$ cat src/shared/rail_seq_pkg.sv
package rail_seq_pkg;
  // clock rate and timing figures
  localparam int unsigned clk_hz = 100_000_000; // core clock
  localparam int unsigned tick_us_cycles = clk_hz / 1_000_000; // 1 us tick
  localparam int unsigned wd_timeout_ms = 1600; // watchdog timeout
  localparam int unsigned pg_pulse_ms = 100; // reset pulse length
  localparam int unsigned us_per_ms = 1000; // unit change
  localparam int unsigned wd_timeout_us = wd_timeout_ms * us_per_ms;
  localparam int unsigned pg_pulse_us = pg_pulse_ms * us_per_ms;
  // strap codes: 0..3 enabled, 4 and 5 (two largest resistors) disable
  localparam logic [2:0] strap_wd_off_a = 3'h4; // lower disabling value
  localparam logic [2:0] strap_wd_off_b = 3'h5; // higher disabling value
  // rail enables travel together
  typedef struct packed {
    logic hv_buck; // high-voltage buck enable
    logic lv_buck; // low-voltage buck enable
    logic lv_linear; // low-voltage linear enable
    logic switch_drv; // backlight switch enable
  } rail_en_s;
  // monitored rail power-good levels
  typedef struct packed {
    logic intermediate_rail; // hv buck output good
    logic low_voltage_buck_out; // lv buck output good
    logic low_voltage_linear_reg; // lv linear output good
    logic always_on_regulator; // always-on output in regulation
  } rail_good_s;
  // sequencer states
  typedef enum logic [1:0] {
    st_off = 2'b00,
    st_hv_up = 2'b01,
    st_lv_up = 2'b10,
    st_done = 2'b11
  } seq_state_e;
endpackage

$ cat src/logic/wd_timer.sv
`timescale 1ns/10ps
`default_nettype none
// watchdog counter and power-good low pulse, advanced by a 1 us tick
module wd_timer #(
  parameter int unsigned timeout_us = rail_seq_pkg::wd_timeout_us,
  parameter int unsigned pulse_us = rail_seq_pkg::pg_pulse_us
) (
  input wire logic clock_in, // core clock
  input wire logic rst_in, // async reset, high
  input wire logic tick_in, // 1 us enable pulse
  input wire logic run_in, // watchdog active
  input wire logic kick_in, // clear pulse (rising edge seen)
  output logic expire_out // high during the reset pulse
);
  // refuse counts that the 21-bit and 17-bit counters cannot hold
  if (timeout_us < 2 || timeout_us > 32'h0020_0000 || pulse_us < 1 ||
      pulse_us > 32'h0001_ffff) begin
    $error("wd_timer: watchdog counts out of range");
  end
  logic [20:0] count; // elapsed microseconds
  logic [20:0] next_count;
  logic [16:0] pulse; // remaining pulse microseconds
  logic [16:0] next_pulse;
  logic next_expire;
  // next-state: count up, expire, then hold the pulse
  always_comb begin
    next_count = count;
    next_pulse = pulse;
    next_expire = expire_out;
    if (expire_out) begin
      // pulse running: finish it regardless of the clear input
      if (tick_in) begin
        if (pulse <= 17'h00001) begin
          next_expire = 1'b0;
          next_pulse = 17'h00000;
        end else begin
          next_pulse = pulse - 17'h00001;
        end
      end
      next_count = 21'h000000;
    end else if (!run_in || kick_in) begin
      next_count = 21'h000000;
    end else if (tick_in) begin
      if (count >= 21'(timeout_us - 1)) begin
        next_expire = 1'b1;
        next_pulse = 17'(pulse_us);
        next_count = 21'h000000;
      end else begin
        next_count = count + 21'h000001;
      end
    end
  end
  // registers
  always_ff @(posedge clock_in or posedge rst_in) begin
    if (rst_in) begin
      count <= 21'h000000;
      pulse <= 17'h00000;
      expire_out <= 1'b0;
    end else begin
      count <= next_count;
      pulse <= next_pulse;
      expire_out <= next_expire;
    end
  end
endmodule
`default_nettype wire

$ cat src/logic/rail_sequencer.sv
`timescale 1ns/10ps
`default_nettype none
// How it works
// - watchdog clears on each clear-input rising edge
// - watchdog runs while wake or start high
// - expiry drives always-on power-good low
// - disabling strap settings keep watchdog off
// - sequence-ok low on failed sequence or bad rail
// - fault input low disables backlight switch driver
// - start high begins power-on sequence
// - start low runs power-off sequence
// - wake and start low: only always-on enabled
// - always-on regulator enabled above battery lockout
// - missed clear within 1600 ms gives 100 ms low
// - hv buck first, then rest, then ok
// - two largest strap values disable watchdog
// - hv buck fault drops downstream rails until recovery
module rail_sequencer #(
  parameter int unsigned timeout_us = rail_seq_pkg::wd_timeout_us,
  parameter int unsigned pulse_us = rail_seq_pkg::pg_pulse_us
) (
  input wire logic clock_in, // core clock, 100 MHz
  input wire logic rst_in, // async reset, high
  input wire logic wake_in, // wake pin
  input wire logic start_in, // start pin
  input wire logic watchdog_clear_in, // watchdog clear pin
  input wire logic fault_in_n, // backlight fault, low active
  input wire logic battery_ok_in, // battery above lockout
  input wire logic [2:0] freq_set_strap_in, // decoded strap code
  input wire rail_seq_pkg::rail_good_s good_in, // analog comparators
  output rail_seq_pkg::rail_en_s rail_en_out, // converter enables
  output logic always_on_en_out, // always-on regulator enable
  output logic always_on_power_good_out, // open-drain, 0 = drive low
  output logic always_on_power_good_oe_n_out, // low while pulling low
  output logic hv_buck_power_good_out, // open-drain level
  output logic hv_buck_power_good_oe_n_out, // low while pulling low
  output logic sequence_ok_out, // open-drain level
  output logic sequence_ok_oe_n_out, // low while pulling low
  output logic backlight_switch_drive_out, // high = sink current
  output logic low_quiescent_out, // low-current mode
  output logic watchdog_active_out // watchdog running
);
  // refuse counts that the watchdog counters cannot hold
  if (timeout_us < 2 || timeout_us > 32'h0020_0000 || pulse_us < 1 ||
      pulse_us > 32'h0001_ffff) begin
    $error("rail_sequencer: watchdog counts out of range");
  end

  // three-stage synchronisers for pins
  logic [2:0] wake_s, start_s, clear_s, fault_s, bat_s;
  logic [2:0] next_wake_s, next_start_s, next_clear_s, next_fault_s;
  logic [2:0] next_bat_s;
  logic [3:0] good_s1, good_s2, good_s3; // rail good chain
  logic wake, start, clr, fault_n, bat_ok; // filtered levels
  logic [3:0] good; // filtered rail good bits
  logic next_wake, next_start, next_clr, next_fault_n, next_bat_ok;
  logic [3:0] next_good;

  // filter: accept a new level once stages two and three agree
  function automatic logic agree(input logic [2:0] s, input logic cur);
    agree = (s[1] == s[2]) ? s[1] : cur;
  endfunction

  // synchroniser next values
  always_comb begin
    next_wake_s = {wake_s[1:0], wake_in};
    next_start_s = {start_s[1:0], start_in};
    next_clear_s = {clear_s[1:0], watchdog_clear_in};
    next_fault_s = {fault_s[1:0], fault_in_n};
    next_bat_s = {bat_s[1:0], battery_ok_in};
    next_wake = agree(wake_s, wake);
    next_start = agree(start_s, start);
    next_clr = agree(clear_s, clr);
    next_fault_n = agree(fault_s, fault_n);
    next_bat_ok = agree(bat_s, bat_ok);
    for (int i = 0; i < 4; i++) begin
      next_good[i] = (good_s2[i] == good_s3[i]) ? good_s2[i] : good[i];
    end
  end

  // synchroniser registers
  always_ff @(posedge clock_in or posedge rst_in) begin
    if (rst_in) begin
      wake_s <= 3'h0;
      start_s <= 3'h0;
      clear_s <= 3'h0;
      fault_s <= 3'h0;
      bat_s <= 3'h0;
      good_s1 <= 4'h0;
      good_s2 <= 4'h0;
      good_s3 <= 4'h0;
      wake <= 1'b0;
      start <= 1'b0;
      clr <= 1'b0;
      fault_n <= 1'b0;
      bat_ok <= 1'b0;
      good <= 4'h0;
    end else begin
      wake_s <= next_wake_s;
      start_s <= next_start_s;
      clear_s <= next_clear_s;
      fault_s <= next_fault_s;
      bat_s <= next_bat_s;
      good_s1 <= good_in;
      good_s2 <= good_s1;
      good_s3 <= good_s2;
      wake <= next_wake;
      start <= next_start;
      clr <= next_clr;
      fault_n <= next_fault_n;
      bat_ok <= next_bat_ok;
      good <= next_good;
    end
  end

  // unpack the filtered rail good bits
  logic hv_good, lvb_good, lvl_good, ao_good;
  assign hv_good = good[3];
  assign lvb_good = good[2];
  assign lvl_good = good[1];
  assign ao_good = good[0];

  // 1 us tick divider
  logic [6:0] div; // cycle counter
  logic [6:0] next_div;
  logic tick; // one-cycle enable
  logic next_tick;
  always_comb begin
    next_tick = 1'b0;
    if (div >= 7'(rail_seq_pkg::tick_us_cycles - 1)) begin
      next_div = 7'h00;
      next_tick = 1'b1;
    end else begin
      next_div = div + 7'h01;
    end
  end
  always_ff @(posedge clock_in or posedge rst_in) begin
    if (rst_in) begin
      div <= 7'h00;
      tick <= 1'b0;
    end else begin
      div <= next_div;
      tick <= next_tick;
    end
  end

  // strap capture: taken once after reset release
  logic [2:0] strap; // held strap code
  logic strap_taken; // capture done
  logic [2:0] next_strap;
  logic next_strap_taken;
  always_comb begin
    next_strap = strap;
    next_strap_taken = 1'b1;
    if (!strap_taken) begin
      next_strap = freq_set_strap_in;
    end
  end
  always_ff @(posedge clock_in or posedge rst_in) begin
    if (rst_in) begin
      strap <= 3'h0;
      strap_taken <= 1'b0;
    end else begin
      strap <= next_strap;
      strap_taken <= next_strap_taken;
    end
  end

  // watchdog run condition and clear edge
  logic wd_off_strap, wd_run, clr_prev, next_clr_prev, kick, expire;
  assign wd_off_strap = (strap == rail_seq_pkg::strap_wd_off_a) ||
                        (strap == rail_seq_pkg::strap_wd_off_b);
  assign wd_run = (wake || start) && !wd_off_strap && strap_taken;
  assign kick = clr && !clr_prev;
  assign next_clr_prev = clr;
  always_ff @(posedge clock_in or posedge rst_in) begin
    if (rst_in) begin
      clr_prev <= 1'b0;
    end else begin
      clr_prev <= next_clr_prev;
    end
  end

  wd_timer #(
    .timeout_us(timeout_us),
    .pulse_us(pulse_us)
  ) u_wd (
    .clock_in(clock_in),
    .rst_in(rst_in),
    .tick_in(tick),
    .run_in(wd_run),
    .kick_in(kick),
    .expire_out(expire)
  );

  // power sequencer
  rail_seq_pkg::seq_state_e state, next_state;
  rail_seq_pkg::rail_en_s next_rail_en;
  logic next_seq_ok, next_ao_en, next_ao_pg, next_hv_pg, next_bl;
  logic next_lq, next_wd_act;
  always_comb begin
    next_state = state;
    unique case (state)
      rail_seq_pkg::st_off: begin
        if (start && bat_ok) begin
          next_state = rail_seq_pkg::st_hv_up;
        end
      end
      rail_seq_pkg::st_hv_up: begin
        if (hv_good) begin
          next_state = rail_seq_pkg::st_lv_up;
        end
      end
      rail_seq_pkg::st_lv_up: begin
        if (!hv_good) begin
          next_state = rail_seq_pkg::st_hv_up;
        end else if (lvb_good && lvl_good) begin
          next_state = rail_seq_pkg::st_done;
        end
      end
      rail_seq_pkg::st_done: begin
        if (!hv_good) begin
          next_state = rail_seq_pkg::st_hv_up;
        end
      end
    endcase
    if (!start || !bat_ok) begin
      next_state = rail_seq_pkg::st_off;
    end
    // enables follow the next state
    next_rail_en.hv_buck = (next_state != rail_seq_pkg::st_off);
    next_rail_en.lv_buck = (next_state == rail_seq_pkg::st_lv_up) ||
                           (next_state == rail_seq_pkg::st_done);
    next_rail_en.lv_linear = next_rail_en.lv_buck;
    next_rail_en.switch_drv = next_rail_en.lv_buck;
    next_bl = next_rail_en.switch_drv && fault_n;
    next_seq_ok = (next_state == rail_seq_pkg::st_done) &&
                  hv_good && lvb_good && lvl_good;
    next_ao_en = bat_ok;
    next_ao_pg = !expire && ao_good;
    next_hv_pg = hv_good;
    next_lq = !wake && !start;
    next_wd_act = wd_run;
  end
  always_ff @(posedge clock_in or posedge rst_in) begin
    if (rst_in) begin
      state <= rail_seq_pkg::st_off;
      rail_en_out <= '0;
      backlight_switch_drive_out <= 1'b0;
      sequence_ok_out <= 1'b0;
      sequence_ok_oe_n_out <= 1'b0;
      always_on_en_out <= 1'b0;
      always_on_power_good_out <= 1'b0;
      always_on_power_good_oe_n_out <= 1'b0;
      hv_buck_power_good_out <= 1'b0;
      hv_buck_power_good_oe_n_out <= 1'b0;
      low_quiescent_out <= 1'b1;
      watchdog_active_out <= 1'b0;
    end else begin
      state <= next_state;
      rail_en_out <= next_rail_en;
      backlight_switch_drive_out <= next_bl;
      sequence_ok_out <= next_seq_ok;
      sequence_ok_oe_n_out <= next_seq_ok;
      always_on_en_out <= next_ao_en;
      always_on_power_good_out <= next_ao_pg;
      always_on_power_good_oe_n_out <= next_ao_pg;
      hv_buck_power_good_out <= next_hv_pg;
      hv_buck_power_good_oe_n_out <= next_hv_pg;
      low_quiescent_out <= next_lq;
      watchdog_active_out <= next_wd_act;
    end
  end
endmodule
`default_nettype wire

$ cat config.mk
export PLATFORM = sky130hd
export DESIGN_NAME = rail_sequencer
export DESIGN_NICKNAME = d
export VERILOG_FILES = /design/src/shared/rail_seq_pkg.sv /design/src/logic/wd_timer.sv /design/src/logic/rail_sequencer.sv
export SDC_FILE = /design/constraint.sdc
export NUM_CORES = 1
export LEC_CHECK = 0
export CELL_PAD_IN_SITES_DETAIL_PLACEMENT = 1
export CELL_PAD_IN_SITES_GLOBAL_PLACEMENT = 2
export CORE_ASPECT_RATIO = 2
export CORE_MARGIN = 10
export CORE_UTILIZATION = 42
export DETAILED_ROUTE_END_ITERATION = 8
export DONT_BUFFER_PORTS = 1
export GPL_TIMING_DRIVEN = 0
export PLACE_DENSITY = 0.88
export SYNTH_ARGS = -nofsm -noshare
export SYNTH_HDL_FRONTEND = slang
export SYNTH_SLANG_ARGS = --single-unit
$ cat constraint.sdc
create_clock -name clock_in -period 3.4 [get_ports clock_in]
set_clock_uncertainty 0.1 [all_clocks]
set_input_delay 0 -clock clock_in [delete_from_list [all_inputs] [get_ports clock_in]]
set_output_delay 0 -clock clock_in [all_outputs]
set_load 0.01 [all_outputs]
Word level (Yosys, flattened, before mapping). Index checks and enable logic that the tools add are counted.

Equal/unequal tests: 18. $mul: 0. Muxes and demuxes: 25. Magnitude comparators: 3. Div/mod/pow operators: 0. Shift-type cells: 0. Reduce and logical (&&, ||, !) cells: 29. Bitwise operators: 0. $add $sub $neg: 3.

Operators by type and width (number): $mux W17 (6); $mux W21 (4); $add A21 B1 Y21 const B (1); $ge A21 B21 Y1 const B (1); $le A17 B1 Y1 const B (1); $sub A17 B1 Y17 const B (1); $mux W2 (6); $logic_and A1 B1 Y1 (11); $eq A1 B1 Y1 (9); $eq A2 B2 Y1 const B (4); $pmux W2 S4 (1); $add A7 B1 Y7 const B (1); $ge A7 B7 Y1 const B (1); $logic_not A1 Y1 (7); $mux W1 (7); $mux W7 (1); $eq A3 B3 Y1 const B (2); $reduce_bool A2 Y1 (3); $logic_or A1 B1 Y1 (5); $reduce_and A4 Y1 (1); $reduce_bool A3 Y1 (1); $eq A2 B1 Y1 const B (1); $logic_not A2 Y1 (1); $ne A2 B1 Y1 const B (1); $ne A2 B2 Y1 const B (1).

Input bits: 14. Word-level logic and storage cells: 113. Memories: 0. Output and inout port bits: 14. Bits in registers: 99. Bits in read-only memories: 0. Memory bits (writable): 0. Latch bits: 0.

Longest topological paths before layout.
Depth after elaboration: 9. Gate-level depth with buffers: 9. Gate-level depth less buffers: 8.

Hierarchy. From an unflattened synthesis, not the netlist that was laid out.

Cell total of the unflattened synthesis: 376. Area total of the unflattened synthesis: 4257.8 um^2.

By module, submodules not included: wd_timer (area an instance 2371.0 um^2, seq. area each 975.9 um^2, cells an instance 262, instances 1); rail_sequencer (area an instance 1886.8 um^2, seq. area each 1477.7 um^2, cells an instance 114, instances 1).

Worst setup path before layout. No wires, ideal clock.

Kind: register to register. Start: register u_wd.pulse[11]. End: register u_wd.pulse[11]. Cell stages (with the launch flop): 7. Clock period less this slack: 2.665 ns. Buffers on the path: 0. Setup time: 0.124 ns. Data required time: 3.176 ns. Arrival time: 2.441 ns. Path slack: 0.735 ns. Cell sequence: dfrtp_1 or4_4 or4_4 or3_4 and2_4 and3_1 a211o_1.

Longest elaborated chain between the ends: 4. Elaborated cells between the ends (all ways): 5. Those cells by class: add/sub (1); order compare (1); mux (3).

Ends and longest elaborated chain: start, declared (line wd_timer.sv:22) `logic [16:0] pulse;`; start signal, assigned (line wd_timer.sv:61) `pulse <= next_pulse;`; $sub A17 B1 Y17 / $le A17 B1 Y1 (equally long branches) (line wd_timer.sv:37, wd_timer.sv:33); $mux W17 (*) (line wd_timer.sv:33) `if (pulse <= 17'h00001) begin`; $mux W17 (*) (line wd_timer.sv:32) `if (tick_in) begin`; $mux W17 (*) (line wd_timer.sv:30) `if (expire_out) begin`.

Every way passes the cells marked *; elsewhere a longest branch is shown, timed or not. The select of a mux whose other input is x is not followed. A chain may end at the register's enable or synchronous reset.

Worst setup path after layout.
Start: register u_wd.count[0]. End: register u_wd.count[16].

Longest elaborated chain between the ends: 5. Elaborated cells between the ends (all ways): 6. Those cells by class: add/sub (1); order compare (1); mux (4).

Ends and longest elaborated chain: start, declared (line wd_timer.sv:20) `logic [20:0] count;`; start signal, assigned (line wd_timer.sv:60) `count <= next_count;`; $add A21 B1 Y21 / $ge A21 B21 Y1 (equally long branches) (line wd_timer.sv:49, wd_timer.sv:44); $mux W21 (*) (line wd_timer.sv:44) `if (count >= 21'(timeout_us - 1)) begin`; $mux W21 (*) (line wd_timer.sv:43) `end else if (tick_in) begin`; $mux W21 (*) (line wd_timer.sv:41) `end else if (!run_in || kick_in) begin`; $mux W21 (*) (line wd_timer.sv:30).

Marks and branches as above.

==> impl_results.md <==
- Status: completed
- Routed WL per cell: 18.8 um
- # setup viols final: 0
- Reg power frac: 52.5%
- Footprint of the multi-input gates: 0.00148 mm2
- CTS max path bufs: 2
- Number of enable flip-flop cells after synthesis: 0
- Most numerous cell in the Yosys netlist: dfrtp_1
- Worst path cell trace: ha_1, nand2_1, nor3_1, a31oi_1, and2_1, clkbuf_1, o21ai_1, clkbuf_1, nor2_1
- RSZ-0062 raised after global routing: no
- Crit-path max FO: 10
- Register area: 0.00245 mm2
- Gr usage total: 14.2%
- Fin crit share: 85.9%
- Synth warnings: 0
- I/O pin count: 28
- Vias in the first global route: 3060
- Total length of routed met3 wires: 242 um
- Initial antenna violation count: 0
- Placed wire-length estimate: 6500 um
- Leak: 2.03 nW
- Met1 wire length: 3230 um
- Most used cell along the critical path: clkbuf_1
- CTS tree: done
- Area leader, netlist: dfrtp_1
- Sequential share of the synthesized area: 61.0%
- Routed WL: 9130 um
- Crit path largest cell delay: 0.63 ns
- Post-Synthesis Cells: 353
- Total power: 2.35 mW
- GPL Wtd Cong: 0.812
- Core Area: 0.00938 mm2
- Slew @ Worst Pin: 0.868 ns
- Crit path required time: 3.51 ns
- # nets final: 395
- Vias per cell: 5.67
- N_diodes: 0
- Max-slew violation count: 0
- Worst-path clk slew: 0.07 ns
- Fraction of registers with async set/reset: 100%
- Pwr Density: 511 mW/mm2
- Post-synth cell types: 56
- Chip height: 158 um
- CTS resizes: 0
- Clk root buf: clkbuf_16
- Comb power frac: 3.8%
- Top cells by area, synth: dfrtp_1 (60%), nor2_1 (3.8%), xor2_1 (2.8%), nand2_1 (2.6%), maj3_1 (2.2%)
- Fillcell total: 1009
- First-pass GRT wire length: 15400 um
- Setup crit start kind: flip-flop
- Synth-to-Final Area Change: 14.4%
- Grt ovf: 0
- Count of final hold-check violations: 0
- Sw Ratio: 22.7%
- Layout cells sized above 1: 9.71%
- Sink Count: 98
- Port bufs: 0
- Highest routed metal layer: met4
- Worst path slowest cell: o21ai_1
- Worst vdd ir: 0.263 mV
- FMAX: 342 MHz
- Final TNS setup: 0 ns
- Syn_nets: 371
- CP endpoint kind: flip-flop
- Number of synthesized register bits: 98
- Top-area cell type share of the netlist area: 60.3%
- Top post-synthesis cells by count: dfrtp_1 (97), nor2_1 (41), nand2_1 (28)
- Iteration-0 DRC Markers: 155
- Clock share of power: 43.7%
- Die X-Extent: 89.2 um
- CTS buffer count: 9
- Via Count: 2751
- Mean Syn Cell Area: 11.4 um2
- Final worst path period need: 2.92 ns
- Synthesized area: 0.00402 mm2
- Area of the die: 0.0141 mm2
- Row count: 50
- Setup CP Type: reg -> reg
- Metal2 WL: 5390 um
- Starting density of the core: 42.9%
- WP data arrival: 3.03 ns
- Residual DRC: 0
- Largest net degree at the start of global routing: 54
- Worst hold path type: in -> async
- Worst skew pair latency: 0.35 ns
- Internal power: 1.82 mW
- ANT nets after route: 0
- Max-capacitance violation count: 0
- First-pass iteration count of the detailed router: 4
- Rel. slew slack: 41.7%
- P_sw: 0.534 mW
- # H-tree levels: 3
- Ys flop type: dfrtp_1
[flip-flops by register name (all words and copies together) (netlist names), 2 cells and up]
| name | flops |
|---|---|
| bat_s | 3 |
| clear_s | 3 |
| div | 7 |
| fault_s | 3 |
| good | 4 |
| good_s1 | 4 |
| good_s2 | 4 |
| good_s3 | 4 |
| rail_en_out | 2 |
| start_s | 3 |
| state | 2 |
| strap | 2 |
| u_wd.count | 21 |
| u_wd.pulse | 17 |
| wake_s | 3 |
[layout make-up]
cell class	count	area share, %
Tap cell	104	2.83
Buffer	11	1.47
Inverter	6	0.544
Timing Repair Buffer	13	3.21
Clock inverter	6	1.60
Multi-Input combinational cell	238	32.1
Clock buffer	9	4.89
Sequential cell	98	53.3
[layer usage]
layer | track usage, % | vias to the layer above
met5 | 0 | -
met4 | 7.09 | 0
met3 | 2.97 | 17
met2 | 26.4 | 40
met1 | 14.0 | 1408
li1 | - | 1286
[cell usage in the layout (no fill, tap or decap), types with 5 or more instances in the layout]
cell and n:
dfrtp_1 97, nor2_1 41, nand2_1 28, o21ai_0 17
a21oi_1 16, xor2_1 13, dlygate4sd3_1 12, nand3_1 11
maj3_1 9, clkbuf_16 9, xnor2_1 8, nor3_1 7
nor4_1 7, nor2b_1 6, and3_1 5, buf_4 5
[critical path, delay by kind of cell, from the launching register on]
kind	cells	cell delay (ns)
AND/OR/NAND/NOR	4	0.66
adder cells (fa/ha/maj)	1	0.21
buffers and inverters	2	0.61
AO/OA/AOI/OAI	2	0.80
flip-flops	1	0.40
[worst paths after layout]
path,start,to,slack (ns),cells past startpoint
max in group asynchronous,rst_in,u_wd.count[11]$_DFFE_PP0P_,2.45,3
min in group clock_in,battery_ok_in,bat_s[0]$_DFF_PP0_,0.10,1
min reg2reg,good_s1[3]$_DFF_PP0_,good_s2[3]$_DFF_PP0_,0.25,0
max reg2reg,u_wd.count[0]$_DFFE_PP0P_,u_wd.count[16]$_DFFE_PP0P_,0.48,9
max,u_wd.count[0]$_DFFE_PP0P_,u_wd.count[16]$_DFFE_PP0P_,0.48,9
min,rst_in,good_s3[3]$_DFF_PP0_,0.1,2
[power by group through the flow]
stage | Combinational (mW) | Sequential [mW] | Clock [mW]
global placement | 0.0718 | 1.25 | 0
global route | 0.101 | 1.24 | 1.10
floorplan | 0.0563 | 1.25 | 0
detailed placement | 0.0803 | 1.26 | 0
finish | 0.0888 | 1.23 | 1.03
CTS | 0.0921 | 1.24 | 1.05
[stage by stage]
stage / area [um2] / setup slack, ns / instances / hold slack [ns] / utilization (%)
after floorplan: 4020 / 0.735 / 353 / -0.0686 / -
after global placement: 4150 / -0.179 / 457 / -0.0685 / 44.3
after detailed placement: 4180 / 0.465 / 458 / -0.127 / 44.6
after CTS: 4600 / 0.442 / 485 / 0.0877 / 49.0
after global routing: 4600 / 0.112 / 485 / 0.0943 / 49.0
final: 4600 / 0.479 / 485 / 0.0980 / 49.0
[cells by family after synthesis]
family	share of synthesized area [%]
fa+ha+maj	3.48
other cells	0.0932
flops	61.0
compound gates	9.92
mux	1.06
buf+inv	2.24
simple gates	17.6
xor+xnor	4.57
[what timing repair did]
item | CTS | global route
setup buffers | 0 | 0
hold endpoints to repair | 109 | 0
hold buffers | 12 | 0
Note: power is estimated with default switching activity, not from simulation.
